--- src/include/cmfs_regs.vh ---
// cmfs_regs.vh: offsets, field positions and reset values of the fault status bank.
// assumes a 16-bit register port addressed by plain register index.
`ifndef CMFS_REGS_VH
`define CMFS_REGS_VH

`define CMFS_ADDR_W            11
`define CMFS_LINK_FAULT_ADDR   11'h423
`define CMFS_MEAS_FAULT_ADDR   11'h424
`define CMFS_RESET_VALUE       16'h0000

// link fault register fields
`define CMFS_FRAME_ERR_BIT     0
`define CMFS_CRC_ERR_BIT       1
`define CMFS_CNT_FULL_BIT      2
`define CMFS_TIMEOUT_BIT       3
`define CMFS_RSP_LEN_BIT       4
`define CMFS_CNT_LSB           8
`define CMFS_CNT_MSB           15
`define CMFS_CNT_MAX           8'hFF

// measurement fault register fields
`define CMFS_PRIM_CAL_BIT      0
`define CMFS_SEC_CAL_BIT       1
`define CMFS_SYNC_BIT          2

`endif

--- src/core/cmfs_flag.v ---
// cmfs_flag.v: one sticky fault flag, set by hardware, cleared by writing 1.
// assumes set and clear both come from logic on clk.
`timescale 1ns/1ps
`default_nettype none

module cmfs_flag
(
  // clock and reset
  input  wire clk,
  input  wire nrst,
  // set and clear
  input  wire set_evt,
  input  wire clr_evt,
  // state
  output reg  flag_reg
);

  // set beats clear so an event landing on a clear is kept
  always @(posedge clk or negedge nrst)
  begin
    if (!nrst)
      flag_reg <= 1'b0;
    else if (set_evt)
      flag_reg <= 1'b1;
    else if (clr_evt)
      flag_reg <= 1'b0;
  end

endmodule // cmfs_flag

`default_nettype wire

--- src/core/cmfs_top.v ---
// cmfs_top.v: link and measurement fault status registers with the link error counter.
// assumes fault strobes are one-cycle pulses from detectors on clk; the register port
// is a simple synchronous read/write strobe pair on the same clock.
//
// How it works
// (RL1) count frame and CRC errors in high byte
// (RL2) counter stops at 0xFF, never wraps
// (RL3) nonzero write to the count byte clears count; zero count byte keeps
// (RL4) count survives sleep; only reset or a count-byte clear write clears it
// (RL5) full flag bit 2 at max count
// (RL6) response length mismatch sets bit 4
// (RL7) link timeout sets bit 3, sticky
// (RL8) CRC failure sets bit 1
// (RL9) frame format error sets bit 0
// (RL10) reserved bits read zero, writes ignored
// (RL11) measurement sync loss sets bit 2
// (RL12) secondary calibration corruption sets bit 1
// (RL13) primary calibration corruption sets bit 0
// (RL14) everything resets to zero
// (RL15) event beats same-cycle clear
`timescale 1ns/1ps
`default_nettype none
`include "cmfs_regs.vh"

module cmfs_top
(
  // clock and reset
  input  wire        clk,
  input  wire        nrst,
  // register port
  input  wire [10:0] reg_addr,
  input  wire        reg_wr,
  input  wire        reg_rd,
  input  wire [15:0] reg_wdata,
  output reg  [15:0] reg_rdata_reg,
  output reg         reg_rvalid_reg,
  // link fault events
  input  wire        link_frame_error_evt,
  input  wire        link_crc_error_evt,
  input  wire        link_timeout_evt,
  input  wire        response_length_error_evt,
  // measurement fault events
  input  wire        measurement_sync_fault_evt,
  input  wire        secondary_calibration_fault_evt,
  input  wire        primary_calibration_fault_evt,
  // sleep indication, counter keeps its value across it
  input  wire        sleep_mode,
  // live status
  output reg  [15:0] link_fault_status_reg,
  output reg  [15:0] measurement_fault_status_reg
);

  // write decode
  wire        wr_link;
  wire        wr_meas;
  wire [15:0] clr_link;
  wire [15:0] clr_meas;
  assign wr_link  = reg_wr && (reg_addr == `CMFS_LINK_FAULT_ADDR);
  assign wr_meas  = reg_wr && (reg_addr == `CMFS_MEAS_FAULT_ADDR);
  assign clr_link = wr_link ? reg_wdata : 16'h0000;
  assign clr_meas = wr_meas ? reg_wdata : 16'h0000;

  // link error counter
  reg  [7:0] link_error_count_reg;
  reg  [7:0] link_error_count_next;
  wire       count_evt;
  wire       count_clr;
  wire       count_sat;
  assign count_evt = link_frame_error_evt | link_crc_error_evt; // see RL1
  assign count_clr = |clr_link[`CMFS_CNT_MSB:`CMFS_CNT_LSB]; // see RL3
  assign count_sat = (link_error_count_reg == `CMFS_CNT_MAX);

  // count and clear in one cycle resolve to a count of one so the error is kept
  always @*
  begin
    link_error_count_next = link_error_count_reg;
    if (count_clr)
      link_error_count_next = count_evt ? 8'h01 : 8'h00; // see RL3 see RL15
    else if (count_evt && !count_sat)
      link_error_count_next = link_error_count_reg + 8'h01; // see RL1 see RL2
  end

  // sleep_mode is not looked at, so the count is held straight through it
  always @(posedge clk or negedge nrst)
  begin
    if (!nrst)
      link_error_count_reg <= 8'h00; // see RL14
    else
      link_error_count_reg <= link_error_count_next; // see RL4
  end

  // full flag raised on the cycle the counter arrives at its maximum
  wire full_set;
  assign full_set = (link_error_count_next == `CMFS_CNT_MAX) && !count_sat; // see RL5

  // sticky link and measurement flags
  wire [7:0] set_vec;
  wire [7:0] clr_vec;
  wire [7:0] flag_q;
  assign set_vec = {measurement_sync_fault_evt,      // see RL11
                    secondary_calibration_fault_evt, // see RL12
                    primary_calibration_fault_evt,   // see RL13
                    response_length_error_evt,       // see RL6
                    link_timeout_evt,                // see RL7
                    full_set,
                    link_crc_error_evt,              // see RL8
                    link_frame_error_evt};           // see RL9
  assign clr_vec = {clr_meas[`CMFS_SYNC_BIT],
                    clr_meas[`CMFS_SEC_CAL_BIT],
                    clr_meas[`CMFS_PRIM_CAL_BIT],
                    clr_link[`CMFS_RSP_LEN_BIT],
                    clr_link[`CMFS_TIMEOUT_BIT],
                    clr_link[`CMFS_CNT_FULL_BIT],
                    clr_link[`CMFS_CRC_ERR_BIT],
                    clr_link[`CMFS_FRAME_ERR_BIT]};

  genvar gi;
  generate
    for (gi = 0; gi < 8; gi = gi + 1)
    begin : g_flag
      cmfs_flag u_flag
      (
        .clk      (clk),
        .nrst     (nrst),
        .set_evt  (set_vec[gi]),
        .clr_evt  (clr_vec[gi]),
        .flag_reg (flag_q[gi])   // see RL15
      );
    end
  endgenerate

  // assembled register images; reserved bits are constant zero
  wire [15:0] link_image;
  wire [15:0] meas_image;
  assign link_image = {link_error_count_next, 3'b000, flag_q[4:0]}; // see RL10
  assign meas_image = {13'h0000, flag_q[7:5]};                      // see RL10

  // status mirrors load the flags' next value so they track the flags with no lag; counter image uses next so it aligns
  always @(posedge clk or negedge nrst)
  begin
    if (!nrst)
    begin
      link_fault_status_reg        <= `CMFS_RESET_VALUE; // see RL14
      measurement_fault_status_reg <= `CMFS_RESET_VALUE; // see RL14
    end
    else
    begin
      link_fault_status_reg        <= {link_error_count_next, 3'b000,
                                       (flag_q[4:0] | set_vec[4:0]) & ~(clr_vec[4:0] & ~set_vec[4:0])};
      measurement_fault_status_reg <= {13'h0000,
                                       (flag_q[7:5] | set_vec[7:5]) & ~(clr_vec[7:5] & ~set_vec[7:5])};
    end
  end

  // read port: data one cycle after the strobe; unmapped addresses read zero
  always @(posedge clk or negedge nrst)
  begin
    if (!nrst)
    begin
      reg_rdata_reg  <= 16'h0000;
      reg_rvalid_reg <= 1'b0;
    end
    else
    begin
      reg_rvalid_reg <= reg_rd;
      if (reg_rd && reg_addr == `CMFS_LINK_FAULT_ADDR)
        reg_rdata_reg <= {link_error_count_reg, 3'b000, flag_q[4:0]};
      else if (reg_rd && reg_addr == `CMFS_MEAS_FAULT_ADDR)
        reg_rdata_reg <= {13'h0000, flag_q[7:5]};
      else if (reg_rd)
        reg_rdata_reg <= 16'h0000;
    end
  end

  // images kept for width checks of the field layout
  wire unused_ok;
  assign unused_ok = &{1'b0, link_image, meas_image, sleep_mode};

endmodule // cmfs_top

`default_nettype wire

--- config.mk ---
export PLATFORM = sky130hd
export DESIGN_NAME = cmfs_top
export DESIGN_NICKNAME = d
export VERILOG_FILES = /design/src/core/cmfs_flag.v /design/src/core/cmfs_top.v
export VERILOG_INCLUDE_DIRS = /design/src /design/src/include
export SDC_FILE = /design/constraint.sdc
export NUM_CORES = 1
export LEC_CHECK = 0
export BUFFER_PORTS_ARGS = -buffer_cell sky130_fd_sc_hd__buf_2
export CAP_MARGIN = 25
export CORE_ASPECT_RATIO = 0.7
export CORE_MARGIN = 1.5
export CORE_UTILIZATION = 30
export DETAILED_ROUTE_END_ITERATION = 16
export GPL_TIMING_DRIVEN = 0
export PLACE_DENSITY = 0.58
export SKIP_CTS_REPAIR_TIMING = 1
export SLEW_MARGIN = 10
export SYNTH_ARGS = -nofsm -noshare
export SYNTH_HDL_FRONTEND = slang
export SYNTH_SLANG_ARGS = --single-unit
--- constraint.sdc ---
create_clock -name clk -period 1.9 [get_ports clk]
set_input_delay 0.095 -clock clk [delete_from_list [all_inputs] [get_ports clk]]
set_output_delay 0.095 -clock clk [all_outputs]
set_load 0.01 [all_outputs]
After elaboration in Yosys (flattened, before gate mapping). Index checks and enable logic that the tools add are counted.

Word-level logic and storage cells: 70. Bits in registers: 49. Output and inout port bits: 49. Bits of input ports: 39.

Bitwise logic cells: 11. Mux-type cells: 24. Equal/unequal tests: 4. Reductions and logical operators: 17. Add/sub/neg operators: 1.

Operators with widths (number): $mux W16 (4); $eq A11 B11 Y1 const B (2); $mux W1 (17); $eq A8 B8 Y1 const B (2); $mux W8 (2); $reduce_bool A2 Y1 (8); $and A5 B5 Y5 (2); $not A5 Y5 (2); $add A8 B1 Y8 const B (1); $reduce_or A8 Y1 (1); $and A3 B3 Y3 (2); $logic_and A1 B1 Y1 (6); $not A3 Y3 (2); $or A5 B5 Y5 (1); $mux W3 (1); $or A3 B3 Y3 (1); $reduce_bool A3 Y1 (1); $logic_not A1 Y1 (1); $or A1 B1 Y1 (1).

Logic depth before layout (Yosys ltp). Gate-level depths: netlist of the first run.

Word-level depth: 11. Depth in mapped cells: 7. Gate-level depth less buffers: 6.

By module. A second synthesis of the first run with hierarchy kept.

Cell total of the unflattened synthesis: 203. Area total of the unflattened synthesis: 1939.4 sq um.

By module, submodules not included: cmfs_top (area an instance 1649.1 sq um, times used 1, cells each 179, sequential area each 750.7 sq um); cmfs_flag (area an instance 36.3 sq um, times used 8, cells each 3, sequential area each 25.0 sq um).

Worst setup path before layout of the first run. OpenSTA, ideal clock, no wires.

Path type: reg-to-reg. From: register link_error_count_reg[1]. To: register link_error_count_reg[0]. Library setup time: 0.080 ns. Buffers on the path: 0. Required time: 1.820 ns. Cell stages (with the launch flop): 6. Data arrival time: 1.519 ns. Slack: 0.301 ns. Cells stage by stage: dfrtp_1 -> ha_1 -> and4_1 -> nand4_1 -> mux2_2 -> o22ai_2.

Longest elaborated chain between the ends: 5.

RTL lines: start, declared (RTL line cmfs_top.v:64) `reg [7:0] link_error_count_reg;`; start signal, assigned (RTL line cmfs_top.v:89) `link_error_count_reg <= link_error_count_next;`; $eq A8 B8 Y1 (no source line); $logic_not A1 Y1 (RTL line cmfs_top.v:79) `else if (count_evt && !count_sat)`; $logic_and A1 B1 Y1 (RTL line cmfs_top.v:79); $mux W8 (RTL line cmfs_top.v:79); $mux W8 (RTL line cmfs_top.v:77) `if (count_clr)`; net link_error_count_next[0] (RTL line cmfs_top.v:65) `reg [7:0] link_error_count_next;`.

The timed path passes the listed nets, and every way through them passes these cells. A chain may end at the register's enable or synchronous reset.

Worst setup path after layout of the first run.
From: register link_error_count_reg[0]. To: register link_fault_status_reg[2].

Longest elaborated chain between the ends: 11. Elaborated cells on any way between the ends: 13.

RTL lines: branches (longest 6 deep; another with $add A8 B1 Y8); $logic_and A1 B1 Y1 * (RTL line cmfs_top.v:94) `` assign full_set = (link_error_count_next == `CMFS_CNT_MAX) && !count_sat; ``; $not A5 Y5 (RTL line cmfs_top.v:149) `(flag_q[4:0] | set_vec[4:0]) & ~(clr_vec[4:0] & ~set_vec[4:0])};`; $and A5 B5 Y5 (RTL line cmfs_top.v:149); $not A5 Y5 (RTL line cmfs_top.v:149); $and A5 B5 Y5 * (RTL line cmfs_top.v:149); end signal, assigned (RTL line cmfs_top.v:143) `` link_fault_status_reg <= `CMFS_RESET_VALUE; ``; end signal, assigned (RTL line cmfs_top.v:148) `link_fault_status_reg <= {link_error_count_next, 3'b000,`; end, declared (RTL line cmfs_top.v:49) `output reg [15:0] link_fault_status_reg,`.

Every way passes the cells marked *.

==> qor.csv, run 1 <==
stage,metric,value,unit
status,status,"finished, violations left",
status,failing checks,hold timing,
floorplan,DIE AREA,6760,um^2
pwr,Leak Pwr,0.00115,uW
sta,Fin Clk Skew,0.00517,ns
setup_path,critical path required time,2.12,ns
synthesis,synthesis-stage register bit count,38,
setup_path,worst path bufs/invs,0,
clocking,cts bufs inserted,5,
grt,largest net degree at the start of global routing,39,
routing,first-pass iteration count of the detailed router,6,
routing,Routed wire per std cell,12.1,um
sta,setup TNS,0,ns
clocking,CTS Buffer Depth,2,
routing,antenna-violating nets left,0,
synthesis,number of distinct library cells after synthesis,40,
grt,total congestion overflow,0,
setup_path,reg2reg setup slack,0.17,ns
synthesis,largest family of logic cells by synthesized area,compound AO/OA/AOI/OAI gates,
synthesis,Mapped Cells,184,
setup_path,crit end category,register,
synthesis,Syn. warnings,0,
clocking,Clock Sink Count,38,
clocking,CTS tree,yes,
synthesis,mux cell area share after synthesis,0.0166,
layout,share of layout cells above drive strength 1,0.365,
grt,first-pass GRT wire length,7040,um
synthesis,Syn Std Cell Area,1880,um^2
synthesis,adder and majority gate portion of the synthesized area,0.00665,
clocking,worst skew pair latency,0.28,ns
placed_design,hpwl dp,3190,um
layout,register area,951,um^2
sta,Worst Tran Pin Value,0.851,ns
layout,Fill cells,579,
pwr,maximum vdd drop,0.260,mV
clocking,H-tree depth,2,
routing,final wirelength,4220,um
layout,Nets,314,
setup_path,Worst Path Max Fanout,6,
floorplan,DIE HEIGHT,69.3,um
setup_path,Setup Crit Path Kind,reg2reg,
setup_path,CP startpoint kind,register,
synthesis,ys async rst share,1.00,
floorplan,die width,97.7,um
synthesis,syn_area_per_cell,10.2,um^2
hold_path,Min-Delay Path Class,in2async,
pwr,Power Density,853,nW/um^2
clocking,clock root cell,clkbuf_8,
synthesis,simple-gate share of the synthesized area,0.154,
setup_path,CP max-delay cell,dfrtp_1,
layout,area grow syn2layout,30.5,%
placed_design,Final Wtd Congestion,0.810,
synthesis,sequential cell area fraction in the yosys report,0.505,
routing,DR iter-0 viols,57,
synthesis,Most used DFF post-synth,dfrtp_1,
synthesis,xor/xnor cell area share of the yosys netlist,0.00931,
sta,Slew headroom,0.432,
floorplan,CORE AREA,5900,um^2
layout,max reg flops,13,
routing,detailed-route via count,1542,
sta,Final Hold Viols,38,
floorplan,io pins,88,
sta,unrepaired setup endpoints after global routing,false,
synthesis,most frequent cell after synthesis,dfrtp_1,
grt,initial antenna violation count,0,
synthesis,ranking of synthesized cells by area,"dfrtp_1, buf_4, a21o_1",
synthesis,leading area contributor after synthesis,dfrtp_1,
synthesis,top-area cell type share of the netlist area,0.505,
layout,Layout Utilization,0.416,
floorplan,# rows,23,
synthesis,Post-synth EDFFs,0,
grt,GRT Resource Usage Total,0.128,
floorplan,Initial Utilization,0.319,
sta,final setup fails,0,
synthesis,Synth top cells by count,"dfrtp_1, buf_4, nand3_1",
layout,Inserted Diodes,0,
run,Max-cap violations,0,
clocking,Worst-path clk slew,0.07,ns
placed_design,IO Port Bufs,63,
routing,DRC,0,
setup_path,worst-path cell chain,ha_1 > and4_1 > a21boi_0 > nor2_1 > nor3_1 > a31o_1,
sta,Tcrit/Tclk final,0.908,
sta,minimum clock period,1.73,ns
grt,vias in the first global route,1447,
setup_path,WP data arrival,1.95,ns
sta,Achievable Freq,0.579,GHz
layout,area of the multi-input gates,761,um^2
setup_path,max incr delay on CP,0.45,ns
synthesis,Synth Area in Compound Gates,0.180,
setup_path,Crit path max-delay family,simple AND/OR/NAND/NOR gates,
pwr,Final Power,2090,uW
sta,max-slew violations,0,
sta,Final Hold Slack,-0.0833,ns
routing,vias per cell,4.42,
[metal layers]
layer / part of all wire / global-route usage / vias to the layer above
met3: 0.066 / 0.0423 / 2
met5: 0 / 0 / -
met1: 0.50 / 0.179 / 703
met2: 0.43 / 0.196 / 46
li1: - / - / 791
met4: 0.0045 / 0.0238 / 0
[through the flow]
stage / setup WS [ns] / cell area, um^2 / cells
6_report: 0.174 / 2450 / 349
3_3_place_gp: 0.115 / 2360 / 340
4_1_cts: 0.105 / 2440 / 347
2_1_floorplan: 0.301 / 1950 / 202
3_5_place_dp: 0.117 / 2360 / 340
5_1_grt: 0.0279 / 2450 / 349
[worst register-to-register path, cell delays in order, from the launching register on]
cell and delay (ns):
dfrtp_1 0.45, ha_1 0.27, and4_1 0.19, a21boi_0 0.25
nor2_1 0.07, nor3_1 0.26, a31o_1 0.18
[final cells by class]
| type | count | area share |
|---|---|---|
| Inverter | 12 | 0.0183 |
| Tap cell | 75 | 0.0382 |
| Timing Repair Buffer | 65 | 0.136 |
| Clock buffer | 5 | 0.0280 |
| Buffer | 28 | 0.0785 |
| Clock inverter | 2 | 0.00408 |
| Multi-Input combinational cell | 124 | 0.310 |
| Sequential cell | 38 | 0.387 |
[report_power, final]
group | internal [uW] | leakage [uW] | total, uW | switching, uW
Clock | 246 | 0.0000438 | 522 | 276
Sequential | 891 | 0.000424 | 1040 | 147
Combinational | 240 | 0.000686 | 534 | 294
Total | 1380 | 0.00115 | 2090 | 717
[cells by family after synthesis]
family	Yosys count
buf+inv	40
compound gates	48
xor+xnor	2
mux	3
other cells	1
flops	38
fa+ha+maj	1
simple gates	51
[worst paths after layout]
| kind | start | to | cells past startpoint |
|---|---|---|---|
| worst min register to register | g_flag[4].u_flag.flag_reg$_DFFE_PN0P_ | g_flag[4].u_flag.flag_reg$_DFFE_PN0P_ | 1 |
| worst max register to register | link_error_count_reg[0]$_DFF_PN0_ | link_fault_status_reg[2]$_DFF_PN0_ | 6 |
| worst max-delay path | link_error_count_reg[0]$_DFF_PN0_ | link_fault_status_reg[2]$_DFF_PN0_ | 6 |
| worst min-delay path | nrst | link_fault_status_reg[4]$_DFF_PN0_ | 1 |
| min in group clk | link_timeout_evt | g_flag[3].u_flag.flag_reg$_DFFE_PN0P_ | 2 |
| max in group asynchronous | nrst | link_error_count_reg[0]$_DFF_PN0_ | 1 |
[cell usage in the layout, fill, tap and decap left out, drive strengths merged, types with 2 or more instances in the layout]
cell type  count
a31o           2
conb          19
mux2i          2
and3           5
nor4           2
clkinv         2
and4           2
a22oi          3
dfrtp         38
nor4b          2
a21oi          7
buf           88
nand4          3
a31oi          2
nand3         19
o21ai         12
clkbuf         9
a21o          14
inv           12
nand2          5
nor2           9
Power figures use the tool's default switching activity.
==> inputs of run 2 (changes only) <==
--- a/config.mk
+++ b/config.mk
@@ -13,6 +13,7 @@
 export CORE_UTILIZATION = 30
 export DETAILED_ROUTE_END_ITERATION = 16
 export GPL_TIMING_DRIVEN = 0
+export HOLD_SLACK_MARGIN = 0.06
 export PLACE_DENSITY = 0.58
 export SKIP_CTS_REPAIR_TIMING = 1
 export SLEW_MARGIN = 10
==> qor.csv, run 2 (synthesis results as in run 1) <==
stage,metric,value,unit,change
layout,final cell count without fillers,355,,+1.7%
pwr,maximum vdd drop,0.259,mV,-0.18%
floorplan,die width,97.7,um,unchanged
sta,Fin Clk Skew,0.00419,ns,-0.000980 ns
grt,routing usage on met2,0.196,,unchanged
grt,largest net degree at the start of global routing,39,,unchanged
setup_path,WP data arrival,1.96,ns,about the same
clocking,CTS tree,yes,,
sta,setup TNS,0,ns,unchanged
grt,met3 usage,0.0423,,unchanged
layout,Nets,320,,+1.9%
layout,max reg flops,13,,unchanged
sta,unrepaired setup endpoints after global routing,false,,
floorplan,DIE AREA,6760,um^2,unchanged
pwr,Power Density,836,nW/um^2,-2.1%
grt,vias in the first global route,1447,,unchanged
clocking,H-tree depth,2,,unchanged
placed_design,hpwl dp,3190,um,unchanged
setup_path,Setup Crit Path Kind,reg2reg,,
floorplan,io pins,88,,unchanged
setup_path,crit end category,register,,
routing,final wirelength,4210,um,about the same
grt,GRT Resource Usage Total,0.128,,unchanged
setup_path,Worst Path Max Fanout,6,,unchanged
sta,max-slew violations,0,,unchanged
routing,first-pass iteration count of the detailed router,4,,-2
clocking,cts bufs inserted,5,,unchanged
sta,Slew headroom,0.432,,about the same
status,status,"complete, no violations",,
sta,Worst Tran Pin Value,0.851,ns,-0.0000220 ns
hold_path,hold-critical path depth,2,,
pwr,Leak Pwr,0.00118,uW,+2.2%
setup_path,CP startpoint kind,register,,
sta,Tcrit/Tclk final,0.917,,+0.00886
placed_design,IO Port Bufs,63,,unchanged
routing,Routed wire per std cell,11.9,um,-1.8%
clocking,Clock Sink Count,38,,unchanged
layout,Fill cells,571,,-1.4%
sta,Final Hold Viols,0,,-100%
routing,vias per cell,4.37,,-0.99%
floorplan,CORE AREA,5900,um^2,unchanged
pwr,Final Power,2100,uW,+0.32%
placed_design,Final Wtd Congestion,0.810,,unchanged
grt,busiest metal layer after global routing,met2,,
run,Max-cap violations,0,,unchanged
floorplan,Initial Utilization,0.319,,unchanged
grt,total congestion overflow,0,,unchanged
grt,routing usage on met1,0.179,,unchanged
setup_path,Reg2Reg Depth,6,,unchanged
routing,DR iter-0 viols,66,,+16%
grt,first-pass GRT wire length,7040,um,unchanged
layout,Inserted Diodes,0,,unchanged
clocking,Worst-path clk slew,0.07,ns,about the same
routing,antenna-violating nets left,0,,unchanged
layout,most frequent cells in the layout,"buf_2, dfrtp_1, buf_4, nand3_1, conb_1",,
clocking,CTS Buffer Depth,2,,unchanged
routing,detailed-route via count,1553,,+0.71%
clocking,worst skew pair latency,0.28,ns,about the same
sta,final setup fails,0,,unchanged
hold_path,Min-Delay Path Class,in2reg,,
clocking,clock root cell,clkbuf_8,,
layout,share of layout cells above drive strength 1,0.357,,-0.00782
layout,"commonest non-fill, non-tap cell in the layout",buf_2,,
layout,area grow syn2layout,33.6,%,
floorplan,# rows,23,,unchanged
sta,minimum clock period,1.74,ns,+0.0168 ns
routing,DRC,0,,unchanged
sta,Achievable Freq,0.574,GHz,-0.97%
floorplan,DIE HEIGHT,69.3,um,unchanged
setup_path,critical path required time,2.12,ns,about the same
grt,initial antenna violation count,0,,unchanged
placed_design,Inst Count DP,340,,unchanged
==> run 2: final timing paths <==
kind | end | slack (ns) | from
min in group asynchronous | link_fault_status_reg[4]$_DFF_PN0_ | 0.45 | nrst
max in group asynchronous | link_error_count_reg[3]$_DFF_PN0_ | 0.91 | nrst
setup / recovery | link_fault_status_reg[2]$_DFF_PN0_ | 0.16 | link_error_count_reg[1]$_DFF_PN0_
setup reg to reg | link_fault_status_reg[2]$_DFF_PN0_ | 0.16 | link_error_count_reg[1]$_DFF_PN0_
hold reg to reg | g_flag[4].u_flag.flag_reg$_DFFE_PN0P_ | 0.51 | g_flag[4].u_flag.flag_reg$_DFFE_PN0P_
hold / removal | link_fault_status_reg[0]$_DFF_PN0_ | 0.09 | link_frame_error_evt
==> run 2: metal layers <==
layer,share of wire,routed length (um)
met1,0.51,2130
met2,0.43,1810
met3,0.060,253
met4,0.0050,21
met5,0,0
==> run 2: power breakdown <==
group          internal (uW)  leakage, uW  switching, uW
combinational            248     0.000711            295
clock                    246    0.0000438            275
sequential               891     0.000424            146
==> run 2: critical path: stages, from the launching register on <==
cell      delay, ns
dfrtp_1        0.47
ha_1           0.26
and4_1         0.20
a21boi_0       0.25
nor2_1         0.07
nor3_1         0.27
a31o_1         0.18
==> run 2: area by class of cell <==
cell class / count / area, um^2 / area share
inverter: 12 / 45.0 / 0.0179
multi-input combinational: 124 / 761 / 0.302
buffer: 28 / 193 / 0.0766
tap: 75 / 93.8 / 0.0373
clock inverter: 2 / 10.0 / 0.00398
sequential: 38 / 951 / 0.378
timing repair buffer: 71 / 393 / 0.156
clock buffer: 5 / 68.8 / 0.0274
==> run 2: per-stage QoR <==
stage	setup WS [ns]	hold slack, ns	util	cell area [um^2]
finish	0.157	0.0915	0.426	2510
global route	0.0279	0.0913	0.426	2510
CTS	0.105	-0.0760	0.413	2440
detailed placement	0.117	0.221	0.400	2360
global placement	0.115	0.221	0.400	2360
floorplan	0.301	-0.201	-	1950
==> inputs of run 3 (changes only) <==
--- a/config.mk
+++ b/config.mk
@@ -14,7 +14,7 @@
 export DETAILED_ROUTE_END_ITERATION = 16
 export GPL_TIMING_DRIVEN = 0
 export HOLD_SLACK_MARGIN = 0.06
-export PLACE_DENSITY = 0.58
+export PLACE_DENSITY = 0.6
 export SKIP_CTS_REPAIR_TIMING = 1
 export SLEW_MARGIN = 10
 export SYNTH_ARGS = -nofsm -noshare
==> constraint.sdc (replaced) <==
create_clock -name clk -period 1.5 [get_ports clk]
set_input_delay 0.075 -clock clk [delete_from_list [all_inputs] [get_ports clk]]
set_output_delay 0.075 -clock clk [all_outputs]
set_load 0.01 [all_outputs]
==> qor.csv, run 3 (synthesis results as in run 1) <==
stage,metric,value,unit,change
status,status,"finished, violations left",,
status,failing checks,setup timing,,
setup_path,max incr delay on CP,0.42,ns,-0.05 ns
routing,detailed-route via count,1622,,+4.4%
floorplan,DIE AREA,6760,um^2,unchanged
sta,final setup fails,4,,+4
pwr,Final Power,2860,uW,+36%
layout,Nets,327,,+2.2%
setup_path,crit end category,register,,
routing,first-pass iteration count of the detailed router,4,,unchanged
sta,max-slew violations,0,,unchanged
clocking,Worst-path clk slew,0.07,ns,about the same
placed_design,IO Port Bufs,63,,unchanged
grt,vias in the first global route,1417,,-2.1%
sta,minimum clock period,1.59,ns,-0.156 ns
clocking,CTS Buffer Depth,2,,unchanged
sta,Fin Clk Skew,0.00373,ns,-0.000456 ns
routing,DRC,0,,unchanged
hold_path,Hold Path Origin,link_frame_error_evt,,
layout,most frequent cells in the layout,"buf_2, dfrtp_1, buf_4, nand3_1, conb_1",,
pwr,maximum vdd drop,0.377,mV,+45%
routing,final wirelength,4550,um,+8.0%
setup_path,Crit path max-delay family,flip-flops,,
setup_path,critical path depth in cells,6,,unchanged
pwr,Net Sw Frac,0.341,,+0.00100
pwr,Pint,1880,uW,+36%
clocking,clock root cell,clkbuf_8,,
layout,area grow syn2layout,40.4,%,
pwr,Power Density,1080,nW/um^2,+29%
setup_path,R2R Path Start,link_error_count_reg[0]$_DFF_PN0_,,
hold_path,Min-Delay Path Class,in2reg,,
grt,largest net degree at the start of global routing,39,,unchanged
floorplan,die width,97.7,um,unchanged
pwr,combinational power share,0.293,,+0.035
sta,Worst Tran Pin Value,0.859,ns,+0.00813 ns
setup_path,reg2reg setup slack,-0.09,ns,-0.24 ns
layout,max reg flops,13,,unchanged
layout,"commonest non-fill, non-tap cell in the layout",buf_2,,
layout,Inserted Diodes,0,,unchanged
setup_path,worst path bufs/invs,1,,+1
grt,GRT Resource Usage Total,0.132,,+0.00415
layout,share of layout cells above drive strength 1,0.415,,+0.0575
clocking,Clock Sink Count,38,,unchanged
layout,Layout Utilization,0.448,,+0.0214
sta,Slew headroom,0.427,,-0.00542
setup_path,CP max-delay cell,dfrtp_2,,
routing,Routed wire per std cell,12.6,um,+5.9%
layout,Fill cells,601,,+5.3%
grt,first-pass GRT wire length,7070,um,+0.38%
pwr,Flop pwr share,0.476,,-0.018
pwr,Clk pwr share,0.231,,-0.017
pwr,Leak Pwr,0.00122,uW,+3.9%
routing,vias per cell,4.48,,+2.4%
setup_path,Worst Path Max Fanout,5,,-1
setup_path,WP data arrival,1.80,ns,-0.16 ns
clocking,CTS tree,yes,,
grt,total congestion overflow,0,,unchanged
sta,Final Hold Viols,0,,unchanged
clocking,cts bufs inserted,5,,unchanged
setup_path,Crit. Startpoint,link_error_count_reg[0]$_DFF_PN0_,,
setup_path,Reg2Reg Depth,6,,unchanged
setup_path,worst-path cell chain,ha_4 > and4_4 > nand4_1 > buf_6 > mux2_4 > o22ai_2,,
routing,antenna-violating nets left,0,,unchanged
hold_path,end point of the worst hold path,link_fault_status_reg[0]$_DFF_PN0_,,
sta,setup TNS,-0.250,ns,-0.250 ns
floorplan,# rows,23,,unchanged
floorplan,io pins,88,,unchanged
setup_path,critical path required time,1.71,ns,-0.41 ns
clocking,worst skew pair latency,0.29,ns,about the same
setup_path,Worst R2R End,link_error_count_reg[0]$_DFF_PN0_,,
placed_design,Final Wtd Congestion,0.809,,about the same
hold_path,hold-critical path depth,2,,unchanged
pwr,Switch Pwr,975,uW,+36%
setup_path,Setup Crit Path Kind,reg2reg,,
floorplan,Initial Utilization,0.319,,unchanged
placed_design,hpwl dp,3290,um,+2.9%
sta,Achievable Freq,0.630,GHz,+9.8%
routing,DR iter-0 viols,68,,+3.0%
floorplan,CORE AREA,5900,um^2,unchanged
run,Max-cap violations,0,,unchanged
sta,Tcrit/Tclk final,1.06,,+0.141
sta,setup ws final,-0.0871,ns,-0.244 ns
floorplan,DIE HEIGHT,69.3,um,unchanged
clocking,H-tree depth,2,,unchanged
grt,initial antenna violation count,0,,unchanged
sta,unrepaired setup endpoints after global routing,true,,
setup_path,CP startpoint kind,register,,
[run 3: cell count changes in the layout (fill, tap and decap cells not counted), sizes merged]
cell	delta
dlygate4sd3	+2
clkbuf	-1
buf	+6
[run 3: worst max path at each step]
stage | endpoint | slack, ns
2_1_floorplan | link_error_count_reg[0]$_DFF_PN0_ | -0.003
3_3_place_gp | link_error_count_reg[0]$_DFF_PN0_ | -0.15
3_5_place_dp | link_error_count_reg[0]$_DFF_PN0_ | -0.15
4_1_cts | link_error_count_reg[0]$_DFF_PN0_ | -0.18
5_1_grt | link_fault_status_reg[2]$_DFF_PN0_ | -0.15
6_report | link_error_count_reg[0]$_DFF_PN0_ | -0.09
[run 3: power groups by stage]
stage	clock network [uW]	registers, uW	logic, uW
after CTS	691	1330	704
final	660	1360	836
after global routing	750	1380	912
after global placement	0	1350	696
after detailed placement	0	1350	702
after floorplan	0	1350	397
[run 3: metal layers]
layer,GRT usage,routed length (um)
met1,0.186,2230
met2,0.186,1950
met3,0.0484,314
met4,0.0476,47
met5,0,0
[run 3: layout make-up]
type	instances	area [um^2]	area share
sequential	38	955	0.361
multi-input combinational	124	818	0.310
timing repair buffer	79	462	0.175
buffer	27	189	0.0715
tap	75	93.8	0.0355
clock buffer	5	68.8	0.0261
inverter	12	45.0	0.0171
clock inverter	2	10.0	0.00379
[run 3: worst register-to-register path, cell delays in order (launching register included)]
cell	delay, ns
dfrtp_2	0.42
ha_4	0.17
and4_4	0.22
nand4_1	0.12
buf_6	0.17
mux2_4	0.26
o22ai_2	0.14
[run 3: metrics by stage]
stage	worst slack, ns	area (um^2)	std cells	hold slack, ns
5_1_grt	-0.150	2640	362	0.0622
6_report	-0.0871	2640	362	0.0712
3_3_place_gp	-0.152	2380	340	0.201
4_1_cts	-0.177	2460	347	-0.110
2_1_floorplan	-0.00263	1970	202	-0.221
3_5_place_dp	-0.152	2380	340	0.197
